File: src/lbs_pkg.sv
// Purpose: shared constants, register map and carriers of the logic tile
// Assumes: APB register bus, 32-bit data, byte addresses
// Notes:   configuration is software-written; the tile data path faces user logic
package lbs_pkg;

    localparam int NUM_CELLS  = 4;
    localparam int NUM_SLICES = 2;
    localparam int LUT_INPUTS = 4;
    localparam int LUT_DEPTH  = 16;
    localparam int ADDR_W     = 8;
    localparam int CFG_W      = 15;
    localparam int STATUS_W   = 6;

    // register byte addresses
    localparam logic [ADDR_W-1:0] ADDR_TRUTH0 = 8'h00;
    localparam logic [ADDR_W-1:0] ADDR_CFG0   = 8'h10;
    localparam logic [ADDR_W-1:0] ADDR_CFG1   = 8'h14;
    localparam logic [ADDR_W-1:0] ADDR_STATUS = 8'h18;

    typedef enum logic [2:0] {
        LBS_FUNC    = 3'h0,
        LBS_RAM16X1 = 3'h1,
        LBS_RAM16X2 = 3'h2,
        LBS_RAM32X1 = 3'h3,
        LBS_DPRAM   = 3'h4,
        LBS_SHIFT   = 3'h5
    } lbs_mode_e;

    // per-slice configuration word, mode in the low bits
    typedef struct packed {
        logic [1:0] andGen;
        logic       invOpp;
        logic       invInit;
        logic       invCe;
        logic       invClk;
        logic       forceAsync;
        logic [1:0] directSel;
        logic [1:0] initVal;
        logic       latchMode;
        lbs_mode_e  mode;
    } lbs_slice_cfg_s;

    localparam lbs_slice_cfg_s CFG_RESET   = '0;
    localparam logic [LUT_DEPTH-1:0] TRUTH_RESET = 16'h0000;

    typedef struct packed {
        logic [ADDR_W-1:0] paddr;
        logic              psel;
        logic              penable;
        logic              pwrite;
        logic [31:0]       pwdata;
    } lbs_apb_req_s;

    typedef struct packed {
        logic [31:0] prdata;
        logic        pready;
        logic        pslverr;
    } lbs_apb_rsp_s;

    typedef struct packed {
        logic [NUM_CELLS-1:0][LUT_INPUTS-1:0] lutIn;
        logic [NUM_CELLS-1:0]                 directIn;
        logic [NUM_CELLS-1:0]                 feedIn;
        logic [NUM_SLICES-1:0]                carryIn;
        logic [NUM_SLICES-1:0]                fiveMuxSel;
        logic                                 sixMuxSel;
        logic [NUM_SLICES-1:0]                sliceClk;
        logic [NUM_SLICES-1:0]                sliceCe;
        logic [NUM_SLICES-1:0]                initStateForce;
        logic [NUM_SLICES-1:0]                oppositeStateForce;
        logic [NUM_SLICES-1:0]                ramWe;
        logic [NUM_SLICES-1:0][1:0]           ramWd;
        logic [1:0]                           busDrvData;
        logic [1:0]                           busDrvEn_n;
    } lbs_tile_in_s;

    typedef struct packed {
        logic [NUM_CELLS-1:0]  lutOut;
        logic [NUM_CELLS-1:0]  regOut;
        logic [NUM_CELLS-1:0]  sumOut;
        logic [NUM_SLICES-1:0] carryOut;
        logic [NUM_SLICES-1:0] fiveMux;
        logic                  sixMux;
        logic [NUM_CELLS-1:0]  feedOut;
        logic [1:0]            busDrvOut;
        logic [1:0]            busDrvOe_n;
        logic                  busNet;
    } lbs_tile_out_s;

endpackage : lbs_pkg

File: src/lbs_logic_cell.sv
// Purpose: one logic cell: 4-input table lookup plus carry and sum gates
// Assumes: truth contents held by the tile
// Notes:   purely combinational, the tile owns all state
`timescale 1ns/100ps
`default_nettype none
module lbs_logic_cell #(
    parameter int INPUTS = 4
) (
    input  wire logic [(1<<INPUTS)-1:0] truth,
    input  wire logic [INPUTS-1:0]      addr,
    input  wire logic [INPUTS-1:0]      andIn,
    input  wire logic                   carryIn,
    input  wire logic                   genDirect,
    input  wire logic                   genAndSel,
    output var  logic                   lutOut,
    output var  logic                   sumOut,
    output var  logic                   carryOut
);
    logic genBit;

    always_comb begin
        lutOut   = truth[addr];                              // [RL1]
        // and gate forms a partial product as carry generate
        genBit   = genAndSel ? (andIn[0] & andIn[1]) : genDirect; // [RL16]
        sumOut   = lutOut ^ carryIn;                         // [RL16]
        carryOut = lutOut ? carryIn : genBit;                // [RL15]
    end
endmodule : lbs_logic_cell
`default_nettype wire

File: src/lbs_logic_tile.sv
// Purpose: logic tile of four cells in two slices with APB configuration
// Assumes: user-side inputs come from logic on the same clock
// Notes:   slice clock is a sampled level, its active edge seen one cycle late
//
// Summary of operation
// RL1: each table computes any four-input function
// RL2: table output to tile output or storage
// RL3: each table usable as 16x1 memory
// RL4: slice tables combine into wider or dual-port memory
// RL5: each table usable as 16-bit shift register
// RL6: writes only on active edge with enable
// RL7: storage is flip-flop or level latch
// RL8: storage input from table or direct input
// RL9: init force loads configured init value
// RL10: opposite force loads complement of init
// RL11: forces synchronous, optionally asynchronous
// RL12: controls invertible and shared per slice
// RL13: five-input combiner selects between slice tables
// RL14: six-input combiner selects between slice combiners
// RL15: one carry chain per slice, two bits
// RL16: per-cell xor for sum, and gate
// RL17: bus driver drives while enable low
// RL18: undriven bus net resolves high
// RL19: conflicting drivers resolve low, no contention
// RL20: four direct feedthrough paths
`timescale 1ns/100ps
`default_nettype none
module lbs_logic_tile #(
    parameter int EXT_DRIVERS = 2
) (
    input  wire logic                    clock,
    input  wire logic                    sys_rst,
    input  wire logic                    clkEn,
    input  wire lbs_pkg::lbs_apb_req_s   apbReq,
    output var  lbs_pkg::lbs_apb_rsp_s   apbRsp,
    input  wire lbs_pkg::lbs_tile_in_s   tileIn,
    input  wire logic [EXT_DRIVERS-1:0]  extDrvData,
    input  wire logic [EXT_DRIVERS-1:0]  extDrvEn_n,
    output var  lbs_pkg::lbs_tile_out_s  tileOut
);
    typedef struct packed {
        logic [lbs_pkg::NUM_CELLS-1:0][lbs_pkg::LUT_DEPTH-1:0] truth;
        lbs_pkg::lbs_slice_cfg_s [lbs_pkg::NUM_SLICES-1:0]     cfg;
        logic [lbs_pkg::NUM_CELLS-1:0]                         stored;
        logic [lbs_pkg::NUM_SLICES-1:0]                        clkPrev;
        logic [31:0]                                           rdata;
    } lbs_tile_state_s;

    lbs_tile_state_s st_q;
    lbs_tile_state_s st_d;

    logic [lbs_pkg::NUM_CELLS-1:0][lbs_pkg::LUT_INPUTS-1:0] rdAddr;
    logic [lbs_pkg::NUM_CELLS-1:0]                          lutOut;
    logic [lbs_pkg::NUM_CELLS-1:0]                          sumOut;
    logic [lbs_pkg::NUM_CELLS-1:0]                          cellCin;
    logic [lbs_pkg::NUM_CELLS-1:0]                          cellCout;
    logic [lbs_pkg::NUM_CELLS-1:0]                          cellD;
    logic [lbs_pkg::NUM_CELLS-1:0]                          regOut;
    logic [lbs_pkg::NUM_SLICES-1:0]                         fiveMux;
    logic                                                   sixMux;
    logic                                                   apbSetup;
    logic                                                   apbWrite;
    logic                                                   apbMapped;
    logic [31:0]                                            readWord;
    logic                                                   busNet;

    genvar gc;
    generate
        for (gc = 0; gc < lbs_pkg::NUM_CELLS; gc++) begin : g_cell
            localparam int SL  = gc / 2;
            localparam int ODD = gc % 2;
            lbs_pkg::lbs_mode_e cellMode;
            assign cellMode = st_q.cfg[SL].mode;
            // wide and 2-bit memories read both tables at the first address
            if (ODD == 1) begin : g_odd
                assign rdAddr[gc]  = (cellMode == lbs_pkg::LBS_RAM16X2 || cellMode == lbs_pkg::LBS_RAM32X1)
                                     ? tileIn.lutIn[gc-1] : tileIn.lutIn[gc]; // [RL4]
                assign cellCin[gc] = cellCout[gc-1];                          // [RL15]
            end else begin : g_even
                assign rdAddr[gc]  = tileIn.lutIn[gc];
                assign cellCin[gc] = tileIn.carryIn[SL];                      // [RL15]
            end
            lbs_logic_cell #(
                .INPUTS (lbs_pkg::LUT_INPUTS)
            ) u_cell (
                .truth     (st_q.truth[gc]),
                .addr      (rdAddr[gc]),
                .andIn     (tileIn.lutIn[gc]),
                .carryIn   (cellCin[gc]),
                .genDirect (tileIn.directIn[gc]),
                .genAndSel (st_q.cfg[SL].andGen[ODD]),
                .lutOut    (lutOut[gc]),
                .sumOut    (sumOut[gc]),
                .carryOut  (cellCout[gc])
            );
        end
    endgenerate

    always_comb begin
        logic clkLvl;
        logic prevLvl;
        logic edgeHit;
        logic tick;
        logic ceAct;
        logic initAct;
        logic oppAct;
        logic asyncInit;
        logic asyncOpp;
        logic initBit;
        int   ca;
        int   cb;
        logic [lbs_pkg::LUT_INPUTS-1:0] wa;
        lbs_pkg::lbs_slice_cfg_s cf;
        clkLvl    = 1'b0;
        prevLvl   = 1'b0;
        edgeHit   = 1'b0;
        tick      = 1'b0;
        ceAct     = 1'b0;
        initAct   = 1'b0;
        oppAct    = 1'b0;
        asyncInit = 1'b0;
        asyncOpp  = 1'b0;
        initBit   = 1'b0;
        ca        = 0;
        cb        = 0;
        wa        = '0;
        cf        = lbs_pkg::CFG_RESET;
        st_d      = st_q;
        regOut    = '0;
        cellD     = '0;

        for (int s = 0; s < lbs_pkg::NUM_SLICES; s++) begin
            cf      = st_q.cfg[s];
            ca      = 2 * s;
            cb      = 2 * s + 1;
            wa      = tileIn.lutIn[ca];
            // one inversion per control, shared by both cells of the slice
            clkLvl  = tileIn.sliceClk[s] ^ cf.invClk;              // [RL12]
            prevLvl = st_q.clkPrev[s] ^ cf.invClk;                 // [RL12]
            ceAct   = tileIn.sliceCe[s] ^ cf.invCe;                // [RL12]
            initAct = tileIn.initStateForce[s] ^ cf.invInit;       // [RL12]
            oppAct  = tileIn.oppositeStateForce[s] ^ cf.invOpp;    // [RL12]
            edgeHit = clkLvl & ~prevLvl;
            st_d.clkPrev[s] = tileIn.sliceClk[s];

            // user-logic table writes happen only on the slice's active edge
            if (edgeHit && tileIn.ramWe[s]) begin                  // [RL6]
                case (cf.mode)
                    lbs_pkg::LBS_RAM16X1: begin
                        st_d.truth[ca][wa] = tileIn.ramWd[s][0];                  // [RL3]
                        st_d.truth[cb][tileIn.lutIn[cb]] = tileIn.ramWd[s][1];    // [RL3]
                    end
                    lbs_pkg::LBS_RAM16X2: begin
                        st_d.truth[ca][wa] = tileIn.ramWd[s][0];   // [RL4]
                        st_d.truth[cb][wa] = tileIn.ramWd[s][1];   // [RL4]
                    end
                    lbs_pkg::LBS_RAM32X1: begin
                        // fifth address bit is the combiner select
                        if (tileIn.fiveMuxSel[s]) begin
                            st_d.truth[cb][wa] = tileIn.ramWd[s][0]; // [RL4]
                        end else begin
                            st_d.truth[ca][wa] = tileIn.ramWd[s][0]; // [RL4]
                        end
                    end
                    lbs_pkg::LBS_DPRAM: begin
                        // both copies written, second table reads its own address
                        st_d.truth[ca][wa] = tileIn.ramWd[s][0];   // [RL4]
                        st_d.truth[cb][wa] = tileIn.ramWd[s][0];   // [RL4]
                    end
                    lbs_pkg::LBS_SHIFT: begin
                        st_d.truth[ca] = {st_q.truth[ca][lbs_pkg::LUT_DEPTH-2:0], tileIn.ramWd[s][0]}; // [RL5]
                        st_d.truth[cb] = {st_q.truth[cb][lbs_pkg::LUT_DEPTH-2:0], tileIn.ramWd[s][1]}; // [RL5]
                    end
                    default: begin
                    end
                endcase
            end

            asyncInit = cf.forceAsync & initAct;                   // [RL11]
            asyncOpp  = cf.forceAsync & oppAct & ~initAct;         // [RL11]
            // latch follows its gate level, flip-flop the edge
            tick      = cf.latchMode ? clkLvl : edgeHit;           // [RL7]
            for (int k = 0; k < 2; k++) begin
                initBit = cf.initVal[k];
                cellD[ca+k] = cf.directSel[k] ? tileIn.directIn[ca+k] : lutOut[ca+k]; // [RL8] [RL2]
                if (asyncInit || (tick && initAct)) begin
                    st_d.stored[ca+k] = initBit;                   // [RL9]
                end else if (asyncOpp || (tick && oppAct)) begin
                    st_d.stored[ca+k] = ~initBit;                  // [RL10]
                end else if (tick && ceAct) begin
                    st_d.stored[ca+k] = cellD[ca+k];               // [RL7]
                end
                // asynchronous force and open latch show through at once
                regOut[ca+k] = (asyncInit || asyncOpp || (cf.latchMode && clkLvl))
                               ? st_d.stored[ca+k] : st_q.stored[ca+k]; // [RL11] [RL7]
            end
        end

        // register access
        apbSetup  = apbReq.psel & ~apbReq.penable;
        apbWrite  = apbReq.psel & apbReq.penable & apbReq.pwrite;
        apbMapped = (apbReq.paddr[1:0] == 2'b00) && (apbReq.paddr <= lbs_pkg::ADDR_STATUS);
        readWord  = '0;
        if (apbReq.paddr < lbs_pkg::ADDR_CFG0) begin
            readWord[lbs_pkg::LUT_DEPTH-1:0] = st_q.truth[apbReq.paddr[3:2]];
        end else if (apbReq.paddr == lbs_pkg::ADDR_CFG0) begin
            readWord[lbs_pkg::CFG_W-1:0] = st_q.cfg[0];
        end else if (apbReq.paddr == lbs_pkg::ADDR_CFG1) begin
            readWord[lbs_pkg::CFG_W-1:0] = st_q.cfg[1];
        end else if (apbReq.paddr == lbs_pkg::ADDR_STATUS) begin
            readWord[lbs_pkg::STATUS_W-1:0] = {cellCout[3], cellCout[1], regOut};
        end
        if (apbSetup) begin
            st_d.rdata = apbMapped ? readWord : 32'h0000_0000;
        end
        // software load wins over a same-cycle table write from user logic
        if (apbWrite && apbMapped) begin
            if (apbReq.paddr < lbs_pkg::ADDR_CFG0) begin
                st_d.truth[apbReq.paddr[3:2]] = apbReq.pwdata[lbs_pkg::LUT_DEPTH-1:0]; // [RL1]
            end else if (apbReq.paddr == lbs_pkg::ADDR_CFG0) begin
                st_d.cfg[0] = lbs_pkg::lbs_slice_cfg_s'(apbReq.pwdata[lbs_pkg::CFG_W-1:0]);
            end else if (apbReq.paddr == lbs_pkg::ADDR_CFG1) begin
                st_d.cfg[1] = lbs_pkg::lbs_slice_cfg_s'(apbReq.pwdata[lbs_pkg::CFG_W-1:0]);
            end
        end

        // combiners
        for (int s = 0; s < lbs_pkg::NUM_SLICES; s++) begin
            fiveMux[s] = tileIn.fiveMuxSel[s] ? lutOut[2*s+1] : lutOut[2*s]; // [RL13]
        end
        sixMux = tileIn.sixMuxSel ? fiveMux[1] : fiveMux[0];      // [RL14]

        // wired bus: any enabled driver at zero pulls low, else high
        busNet = 1'b1;                                             // [RL18]
        for (int i = 0; i < 2; i++) begin
            if (!tileIn.busDrvEn_n[i] && !tileIn.busDrvData[i]) begin
                busNet = 1'b0;                                     // [RL19]
            end
        end
        for (int i = 0; i < EXT_DRIVERS; i++) begin
            if (!extDrvEn_n[i] && !extDrvData[i]) begin
                busNet = 1'b0;                                     // [RL19]
            end
        end

        apbRsp.prdata      = st_q.rdata;
        apbRsp.pready      = 1'b1;
        apbRsp.pslverr     = apbReq.psel & apbReq.penable & ~apbMapped;

        tileOut.lutOut     = lutOut;                               // [RL2]
        tileOut.regOut     = regOut;
        tileOut.sumOut     = sumOut;
        tileOut.carryOut   = {cellCout[3], cellCout[1]};           // [RL15]
        tileOut.fiveMux    = fiveMux;
        tileOut.sixMux     = sixMux;
        tileOut.feedOut    = tileIn.feedIn;                        // [RL20]
        tileOut.busDrvOut  = tileIn.busDrvData;                    // [RL17]
        tileOut.busDrvOe_n = tileIn.busDrvEn_n;                    // [RL17]
        tileOut.busNet     = busNet;
    end

    always_ff @(posedge clock) begin
        if (sys_rst) begin
            st_q.truth   <= {lbs_pkg::NUM_CELLS{lbs_pkg::TRUTH_RESET}};
            st_q.cfg     <= {lbs_pkg::NUM_SLICES{lbs_pkg::CFG_RESET}};
            st_q.stored  <= '0;
            st_q.clkPrev <= '0;
            st_q.rdata   <= '0;
        end else if (clkEn) begin
            st_q <= st_d;
        end
    end
endmodule : lbs_logic_tile
`default_nettype wire

File: config.mk
export PLATFORM = sky130hd
export DESIGN_NAME = lbs_logic_tile
export DESIGN_NICKNAME = d
export VERILOG_FILES = /design/src/lbs_pkg.sv /design/src/lbs_logic_cell.sv /design/src/lbs_logic_tile.sv
export SDC_FILE = /design/constraint.sdc
export NUM_CORES = 1
export LEC_CHECK = 0
export BUFFER_PORTS_ARGS = -buffer_cell sky130_fd_sc_hd__buf_2
export CORE_MARGIN = 1
export CORE_UTILIZATION = 40
export DETAILED_ROUTE_END_ITERATION = 6
export PLACE_DENSITY = 0.7
export SLEW_MARGIN = 20
export SYNTH_ARGS = -nofsm -noshare
export SYNTH_HDL_FRONTEND = slang
export SYNTH_HIERARCHICAL = 1
export SYNTH_SLANG_ARGS = --single-unit
File: constraint.sdc
create_clock -name clock -period 4.4 [get_ports clock]
set_input_delay 0.88 -clock clock [delete_from_list [all_inputs] [get_ports clock]]
set_output_delay 0.88 -clock clock [all_outputs]
set_load 0.05 [all_outputs]
==> results of run 1 <==
kinds of logic after synthesis:
group	after synthesis
multiplexers	122
buffers and inverters	157
AND/OR/NAND/NOR	423
other	2
flip-flops	116
adder cells (fa/ha/maj)	2
XOR/XNOR	14
AO/OA/AOI/OAI	451
state kept, by name, summed over array words and instances, names as in the netlist:
signal,cells
st_q,94
g_cell.cellMode,6
apbRsp,16
what timing repair did:
action                                  in CTS  in global routing
endpoints found under the hold margin        0                  0
endpoints found under the setup margin       0                  2
gates resized for setup                      0                  2
layout by cell type, fill, tap and decap left out, types with 22 or more instances in the layout:
cell / count
nand2_1: 148
o21ai_1: 29
o21ai_0: 82
a21oi_1: 105
dfxtp_1: 116
nor2_1: 89
a22oi_1: 36
mux2i_1: 56
buf_2: 115
buf_4: 30
nor3_1: 39
o2bb2ai_1: 22
mux2_2: 26
worst max-delay path, stage by stage, from the launching register on:
cell     delay (ns)
dfxtp_1        0.32
inv_2          0.09
ha_2           0.25
mux2_2         0.40
mux4_1         0.47
mux4_2         0.54
mux2_2         0.29
a22oi_1        0.18
a21o_1         0.18
o21ai_1        0.09
buf_2          0.24
report_power, final:
part           total, mW  switching [mW]  internal (mW)
clock               1.47           0.522          0.950
combinational      0.485           0.338          0.147
sequential          1.10          0.0310           1.06
metal layers:
metal  vias to the layer above  part of all wire, %  track usage [%]
met3                       181                   12             7.73
li1                       4930                    -                -
met5                         -                0.024                0
met1                      5261                   38             39.7
met4                         2                  6.1             18.2
met2                       801                   44             47.6
worst max-delay path by stage:
| stage | end | slack (ns) | depth (start not counted) |
|---|---|---|---|
| floorplan | tileOut[9] | 0.009 | 7 |
| global placement | tileOut[21] | 0.17 | 9 |
| detailed placement | tileOut[18] | 0.13 | 8 |
| CTS | tileOut[19] | 0.01 | 10 |
| global route | tileOut[19] | -0.03 | 10 |
| finish | tileOut[19] | 0.04 | 10 |
metrics by stage:
step | worst slack, ns | hold WS (ns)
floorplan | 0.00907 | 0.449
global placement | 0.165 | 0.476
detailed placement | 0.125 | 0.484
CTS | 0.0145 | 0.492
global route | -0.0262 | 0.512
finish | 0.0368 | 0.494
layout make-up:
class | count | area, um^2
clock buffers | 24 | 492
flip-flops and latches | 116 | 2320
repair buffers | 146 | 808
diodes | 1 | 2.50
inverters | 16 | 60.1
fillers | 2475 | 13700
well taps | 330 | 413
multi-input cells | 1029 | 7150
clock inverters | 8 | 121
==> impl_metrics.py, run 1 <==
metrics = {
    "die": {
        "ios": 157,
        "core_area_um2": 25000,
        "dieWidth_um": 161,
        "start_util_pct": 40.6,
        "die_y_um": 161,
        "design.die.area_um2": 26100,
        "rows": 58,
    },
    "logic_synthesis": {
        "synth-seq-area-share_pct": 22.8,
        "ys_ff_latch": 116,
        "synth.distinct_cells": 90,
        "synth_area_um2": 10200,
        "synth_flop_cell": "dfxtp_1",
        "synth_mux_area_share_pct": 17.5,
        "synth_area_leaders": "dfxtp_1, mux2i_1, nand2_1",
        "synth.avg_cell_area_um2": 7.90,
        "synth_xor_area_share_pct": 1.21,
        "synth_simple_gate_area_share_pct": 21.0,
        "syn_inst": 1287,
        "synth_adder_area_share_pct": 0.246,
        "synth_top_area_share_pct": 22.8,
        "synth_top_family_by_area": "compound AO/OA/AOI/OAI gates",
        "synth_top_area_cell": "dfxtp_1",
        "yosys_warnings": 6,
        "synth_common_cells": "nand2_1, dfxtp_1, a21oi_1",
        "yosysMostFrequentCell": "nand2_1",
        "synth_compound_area_share_pct": 29.3,
        "async_flop_share_pct": 0,
        "synth_edf_count": 0,
    },
    "clocking": {
        "path_clk_slew_ns": 0.06,
        "cts_hold_buffers": 0,
        "clk_latency_ns": 0.43,
        "cts_setup_buffers": 0,
        "htreeDepth": 4,
        "cts_tree": "yes",
        "cts_sinks": 116,
        "clk_path_buf_depth": 2,
        "cts-root-buf": "clkbuf_16",
        "numCtsBuffers": 17,
    },
    "run_status": {
        "status": "finished with violations",
        "violations": "design-rule violations",
    },
    "timing": {
        "post-route-min-period_ns": 4.36,
        "fin_tns_setup_ns": 0,
        "finalCritPeriodShare_pct": 99.2,
        "rsz0062_at_grt": "true",
        "finalSetupViolations": 0,
        "hold_violations": 0,
        "max_freq_ghz": 0.229,
        "max-slew-margin-rel_pct": 27.9,
        "clock_skew_ns": 0.0139,
        "drv_slew": 0,
        "worstMarginPinSlew_ns": 1.08,
    },
    "route": {
        "wire_per_inst_um": 24.8,
        "drtPass1Iterations": 7,
        "route.detailed.drc": 5,
        "ant_nets": 0,
        "routed_wl_um": 41300,
        "via_per_inst": 6.69,
        "dr.first_iter.drc_count": 1700,
        "vias": 11200,
    },
    "worst_setup_path": {
        "critPathLaunchType": "register",
        "path_class": "register to primary output",
        "crit_start": "g_cell[0].cellMode[2]$_SDFFE_PP0P_",
        "critPathMaxFanout": 4,
        "critPathRequiredTime_ns": 3.52,
        "r2r_cells": 10,
        "endpoint_kind": "primary output",
        "rrSetupSlack_ns": 1.14,
        "reg2reg_to": "apbRsp[7]$_SDFFE_PP0P_",
        "r2r_start": "g_cell[2].cellMode[2]$_SDFFE_PP0P_",
        "cp.arrival_ns": 3.48,
    },
    "job": {
        "max-cap-violations": 0,
    },
    "global_route": {
        "grt_max_degree": 64,
        "grt_overflow": 0,
        "antenna_found_initial": 2,
        "grt.total_usage_pct": 31.1,
        "grt_pass1_vias": 10300,
        "grt_pass1_wl_um": 61900,
    },
    "power_and_ir_drop": {
        "finalPower_mw": 3.05,
        "power.density_nw_per_um2": 268,
        "irDropWorstVdd_v": 0.000302,
        "p_leak_nw": 4.02,
    },
    "placement": {
        "place_area_um2": 10700,
        "place.detailed.instances": 1636,
        "numPortBuffers": 115,
        "hpwl_um": 29400,
        "gp_congestion": 0.949,
    },
    "worst_hold_path": {
        "min-delay-start": "st_q[51]$_SDFFE_PP0P_",
        "hold_depth": 2,
        "hold_end": "st_q[51]$_SDFFE_PP0P_",
        "min_path_type": "register to register",
    },
    "layout": {
        "syn_to_final_growth_pct": 11.7,
        "fin_cells": 1670,
        "drive_above_1_share_pct": 19.1,
        "final_area_um2": 11400,
        "finalCoreUtilization_pct": 45.4,
        "nets": 1425,
    },
}
(Power assumes the default switching activity.)
==> run 2, diff against run 1 <==
--- a/config.mk
+++ b/config.mk
@@ -10,6 +10,7 @@
 export CORE_UTILIZATION = 40
 export DETAILED_ROUTE_END_ITERATION = 6
 export PLACE_DENSITY = 0.7
+export REMOVE_ABC_BUFFERS = 1
 export SLEW_MARGIN = 20
 export SYNTH_ARGS = -nofsm -noshare
 export SYNTH_HDL_FRONTEND = slang
==> constraint.sdc (replaced) <==
create_clock -name clock -period 4.3 [get_ports clock]
set_input_delay 0.86 -clock clock [delete_from_list [all_inputs] [get_ports clock]]
set_output_delay 0.86 -clock clock [all_outputs]
set_load 0.05 [all_outputs]
==> run 2 against run 1 <==
Net effect: the run now ends clean; critical path depth did not move; worst hold slack got worse by 0.0047 ns; sequential share of layout area fell by 0.12 points; total power rose by 0.72%; cell area rose by 0.58%; sequential power barely moved; die area did not move; critical path type unchanged; largest power group unchanged.
==> impl_metrics.py, run 2 (synthesis gave the netlist of run 1 again) <==
metrics = {
    "layout": {
        "final_common_cell": "nand2_1",
        "largest_register_ffs": 94,
        "regMostFlops": "st_q",
        "antenna_cells": 0,
        "layout_common_cells": "nand2_1, dfxtp_1, buf_2",
        "syn_to_final_growth_pct": 12.4,
        "nets": 1434,
        "final_area_um2": 11400,
        "fill_cells": 2446,
        "drive_above_1_share_pct": 19.9,
    },
    "die": {
        "core_area_um2": 25000,
        "rows": 58,
        "dieWidth_um": 161,
        "ios": 157,
        "start_util_pct": 40.6,
        "die_y_um": 161,
        "design.die.area_um2": 26100,
    },
    "worst_setup_path": {
        "reg2reg_to": "apbRsp[7]$_SDFFE_PP0P_",
        "critPathRequiredTime_ns": 3.44,
        "endpoint_kind": "primary output",
        "path_class": "register to primary output",
        "cp.arrival_ns": 3.38,
        "crit_start": "g_cell[0].cellMode[2]$_SDFFE_PP0P_",
        "critPathMaxFanout": 4,
        "r2r_start": "g_cell[2].cellMode[2]$_SDFFE_PP0P_",
        "crit_path_end": "tileOut[19]",
        "r2r_cells": 10,
        "rrSetupSlack_ns": 1.12,
        "critPathLaunchType": "register",
    },
    "power_and_ir_drop": {
        "comb_power_share_pct": 16.5,
        "p_switching_mw": 0.950,
        "power.density_nw_per_um2": 269,
        "netSwitchingFraction_pct": 30.9,
        "p_leak_nw": 4.06,
        "p_int_mw": 2.12,
        "seqPwrFrac_pct": 36.3,
        "finalPower_mw": 3.07,
        "irDropWorstVdd_v": 0.000299,
        "clkPwrFrac_pct": 47.2,
    },
    "global_route": {
        "grt_pass1_vias": 10200,
        "grt.total_usage_pct": 30.4,
        "grt_pass1_wl_um": 60400,
        "grt_max_degree": 64,
        "grt_overflow": 0,
        "antenna_found_initial": 1,
    },
    "clocking": {
        "htreeDepth": 4,
        "numCtsBuffers": 17,
        "cts_tree": "yes",
        "cts_sinks": 116,
        "clk_path_buf_depth": 2,
        "path_clk_slew_ns": 0.06,
        "cts_hold_buffers": 0,
        "cts-root-buf": "clkbuf_16",
        "clk_latency_ns": 0.43,
    },
    "timing": {
        "clock_skew_ns": 0.0108,
        "finalSetupViolations": 0,
        "drv_slew": 0,
        "finalCritPeriodShare_pct": 98.5,
        "hold_violations": 0,
        "max_freq_ghz": 0.236,
        "post-route-min-period_ns": 4.24,
        "rsz0062_at_grt": "false",
        "max-slew-margin-rel_pct": 27.2,
        "worstMarginPinSlew_ns": 1.09,
    },
    "worst_hold_path": {
        "min_path_type": "register to register",
        "min-delay-start": "st_q[44]$_SDFFE_PP0P_",
    },
    "placement": {
        "numPortBuffers": 115,
        "gp_congestion": 0.996,
        "place_area_um2": 10800,
        "hpwl_um": 28800,
    },
    "run_status": {
        "status": "complete, no violations",
    },
    "route": {
        "ant_nets": 0,
        "wire_per_inst_um": 23.8,
        "vias": 11100,
        "via_per_inst": 6.62,
        "dr.first_iter.drc_count": 1511,
        "route.detailed.drc": 0,
        "drtPass1Iterations": 6,
        "routed_wl_um": 39900,
    },
    "job": {
        "max-cap-violations": 0,
    },
}
-- run 2: cell types whose count changed in the layout (fill, tap and decap cells not counted), sizes merged --
cell and change:
clkinv +2, clkinvlp +1, inv +3, diode -1
clkbuf -5, bufinv -1, buf +9
-- run 2: final cells by class --
type                       count  area [um^2]  share of cell area (%)
multi-input combinational   1029         7170                    62.7
clock inverter                13          149                    1.30
timing repair buffer         155          878                    7.68
clock buffer                  19          443                    3.87
sequential                   116         2320                    20.3
tap                          330          413                    3.61
inverter                      16         60.1                   0.525
-- run 2: timing repair --
| action | CTS | global route |
|---|---|---|
| buffers inserted | 0 | 1 |
| setup endpoints to repair | 1 | 2 |
| pin swaps | 0 | 2 |
| resized for setup | 3 | 4 |
-- run 2: layer usage --
metal	track usage, %	routed length (um)	part of all wire, %
met2	45.6	17200	43
met4	20.2	2930	7.3
met3	7.47	4370	11
met1	38.5	15400	39
met5	0	13	0.033
-- run 2: stage by stage --
stage          hold slack, ns  setup TNS (ns)  utilization (%)  setup WS (ns)  cells
2_1_floorplan           0.443          -0.129                -         -0.129   1161
3_3_place_gp            0.473               0             43.0          0.119   1644
3_5_place_dp            0.477               0             43.0          0.101   1644
4_1_cts                 0.487               0             45.5         0.0505   1676
5_1_grt                 0.522               0             45.7         0.0246   1678
6_report                0.489               0             45.7         0.0642   1678
-- run 2: how the worst min path moves through the flow --
stage / endpoint / depth (start not counted)
global route: st_q[44]$_SDFFE_PP0P_ / 2
detailed placement: st_q[44]$_SDFFE_PP0P_ / 2
global placement: st_q[44]$_SDFFE_PP0P_ / 2
finish: st_q[44]$_SDFFE_PP0P_ / 2
floorplan: st_q[44]$_SDFFE_PP0P_ / 2
CTS: st_q[44]$_SDFFE_PP0P_ / 2
-- run 2: power groups by stage --
stage	Clock, mW	Sequential (mW)	Combinational (mW)
global route	1.50	1.11	0.534
floorplan	0	1.13	0.256
global placement	0	1.14	0.485
CTS	1.45	1.11	0.491
finish	1.45	1.11	0.508
detailed placement	0	1.14	0.490
-- run 2: worst max-delay path, cell delays in order, from the launching register on --
cell	delay (ns)
dfxtp_1	0.32
inv_2	0.10
ha_4	0.19
mux2_4	0.34
mux4_1	0.45
mux4_2	0.55
mux2_2	0.30
a22oi_2	0.18
a21o_1	0.17
o21ai_0	0.11
buf_4	0.24
==> run 3, diff against run 2 <==
--- a/config.mk
+++ b/config.mk
@@ -7,9 +7,9 @@
 export LEC_CHECK = 0
 export BUFFER_PORTS_ARGS = -buffer_cell sky130_fd_sc_hd__buf_2
 export CORE_MARGIN = 1
-export CORE_UTILIZATION = 40
+export CORE_UTILIZATION = 56
 export DETAILED_ROUTE_END_ITERATION = 6
-export PLACE_DENSITY = 0.7
+export PLACE_DENSITY = 0.89
 export REMOVE_ABC_BUFFERS = 1
 export SLEW_MARGIN = 20
 export SYNTH_ARGS = -nofsm -noshare
==> run 3 against run 2 <==
Net effect: the flow now finishes with violations (design-rule violations); maximum frequency is essentially flat; routed wire length down 3.5%; non-clock buffer count decreased by 11; sequential power hardly changed; highest routed layer unchanged; clock power up 3%; utilization up 18 points; combinational power decreased by 1%; clock skew decreased by 0.0039 ns; via count rose by 4.4%.
==> impl_metrics.py, run 3 (synthesis gave the netlist of run 1 again) <==
metrics = {
    "run_status": {
        "status": "finished with violations",
        "violations": "design-rule violations",
    },
    "placement": {
        "numPortBuffers": 115,
        "hpwl_um": 26400,
        "gp_congestion": 1.02,
    },
    "route": {
        "drtPass1Iterations": 7,
        "via_per_inst": 7.43,
        "route.detailed.drc": 2,
        "wire_per_inst_um": 24.7,
        "vias": 11600,
        "ant_nets": 0,
        "dr.first_iter.drc_count": 2189,
        "routed_wl_um": 38600,
    },
    "timing": {
        "hold_slack_ns": 0.509,
        "finalSetupViolations": 0,
        "max-slew-margin-rel_pct": 21.0,
        "fin_tns_setup_ns": 0,
        "post-route-min-period_ns": 4.24,
        "max_freq_ghz": 0.236,
        "hold_violations": 0,
        "finalCritPeriodShare_pct": 98.5,
        "drv_slew": 0,
        "worstMarginPinSlew_ns": 1.18,
        "clock_skew_ns": 0.00690,
    },
    "clocking": {
        "numCtsBuffers": 17,
        "cts_tree": "yes",
        "clk_latency_ns": 0.43,
        "path_clk_slew_ns": 0.05,
        "cts-root-buf": "clkbuf_16",
        "cts_hold_buffers": 0,
        "cts_sinks": 116,
        "clk_path_buf_depth": 2,
        "htreeDepth": 4,
    },
    "global_route": {
        "grt_overflow": 0,
        "grt_pass1_vias": 10700,
        "grtUsageMet1_pct": 48.5,
        "grt_pass1_wl_um": 59100,
        "grt_max_degree": 63,
        "grt_use_met2_pct": 62.4,
        "antenna_found_initial": 1,
        "grt.total_usage_pct": 41.8,
        "grtUsageMet3_pct": 17.5,
        "busiest_layer": "met2",
    },
    "worst_setup_path": {
        "path_class": "input pin to primary output",
        "max_stage_delay_ns": 0.60,
        "cp.arrival_ns": 3.38,
        "critPathLaunchType": "input pin",
        "critPathMaxFanout": 6,
        "path_cells": "buf_2 > mux4_1 > mux4_2 > mux2_2 > a22oi_1 > a21oi_1 > mux2_2 > buf_2",
        "critPathRequiredTime_ns": 3.44,
        "path_buf_inv": 2,
        "slowest_stage": "mux4_2",
        "path_delay_family": "multiplexers",
        "endpoint_kind": "primary output",
    },
    "power_and_ir_drop": {
        "p_leak_nw": 4.01,
        "irDropWorstVdd_v": 0.000255,
        "power.density_nw_per_um2": 278,
    },
    "layout": {
        "final_common_cell": "nand2_1",
        "antenna_cells": 0,
        "regMostFlops": "st_q",
        "layout_common_cells": "nand2_1, dfxtp_1, buf_2",
        "syn_to_final_growth_pct": 10.4,
        "nets": 1423,
        "largest_register_ffs": 94,
        "drive_above_1_share_pct": 19.2,
    },
    "die": {
        "rows": 48,
        "dieWidth_um": 137,
        "start_util_pct": 58.0,
        "die_y_um": 137,
        "ios": 157,
        "design.die.area_um2": 18700,
        "core_area_um2": 17500,
    },
    "worst_hold_path": {
        "min_path_type": "register to register",
    },
    "job": {
        "max-cap-violations": 0,
    },
}
-- run 3: path summary, 6_finish.rpt --
check	from	to	slack (ns)	cells past startpoint
max	tileIn[34]	tileOut[18]	0.06	8
min	apbRsp[14]$_SDFFE_PP0P_	apbRsp[14]$_SDFFE_PP0P_	0.51	2
max reg2reg	g_cell[2].cellMode[2]$_SDFFE_PP0P_	apbRsp[7]$_SDFFE_PP0P_	1.04	10
min reg2reg	apbRsp[14]$_SDFFE_PP0P_	apbRsp[14]$_SDFFE_PP0P_	0.51	2
-- run 3: area by class of cell --
| class | count | area, um^2 |
|---|---|---|
| clock inverter | 12 | 153 |
| inverter | 16 | 60.1 |
| sequential | 116 | 2320 |
| fill | 1403 | 6300 |
| timing repair buffer | 144 | 796 |
| multi-input combinational | 1029 | 7160 |
| tap | 225 | 282 |
| clock buffer | 20 | 467 |
-- run 3: what timing repair did --
action                     in CTS  in global routing
cloned                          0                  0
setup endpoints to repair       1                  2
buffers inserted                1                  1
pin swaps                       0                  2
gates resized for setup         1                  7
-- run 3: worst reg2reg max path, stage by stage (launching register included) --
cell and delay, ns:
dfxtp_1 0.32, inv_2 0.07, ha_2 0.25, mux2_2 0.40
mux4_1 0.49, mux4_2 0.55, buf_4 0.18, mux2_4 0.32
a221o_1 0.32, a22oi_1 0.16, nor2_1 0.05
-- run 3: where the power goes --
group | total [mW] | leakage (nW) | switching (mW) | internal [mW]
logic | 0.503 | 2.78 | 0.349 | 0.154
clock network | 1.50 | 0.294 | 0.546 | 0.955
registers | 1.12 | 0.938 | 0.0289 | 1.09
-- run 3: metal layers --
layer	up-vias	part of all wire, %
li1	4928	-
met1	5196	34
met2	1140	41
met3	334	16
met4	2	9.0
met5	-	0.034
-- run 3: per-stage QoR --
| stage | worst slack [ns] | cell area, um^2 | util, % | total power, mW | std cells |
|---|---|---|---|---|---|
| 6_report | 0.0641 | 11200 | 64.1 | 3.12 | 1562 |
| 5_1_grt | -0.00797 | 11200 | 64.1 | 3.18 | 1562 |
| 4_1_cts | 0.00908 | 11200 | 63.8 | 3.08 | 1560 |
| 3_5_place_dp | 0.0641 | 10600 | 60.2 | 1.61 | 1527 |
| 3_3_place_gp | 0.0841 | 10600 | 60.2 | 1.60 | 1527 |
| 2_1_floorplan | -0.129 | 9490 | - | 1.38 | 1161 |
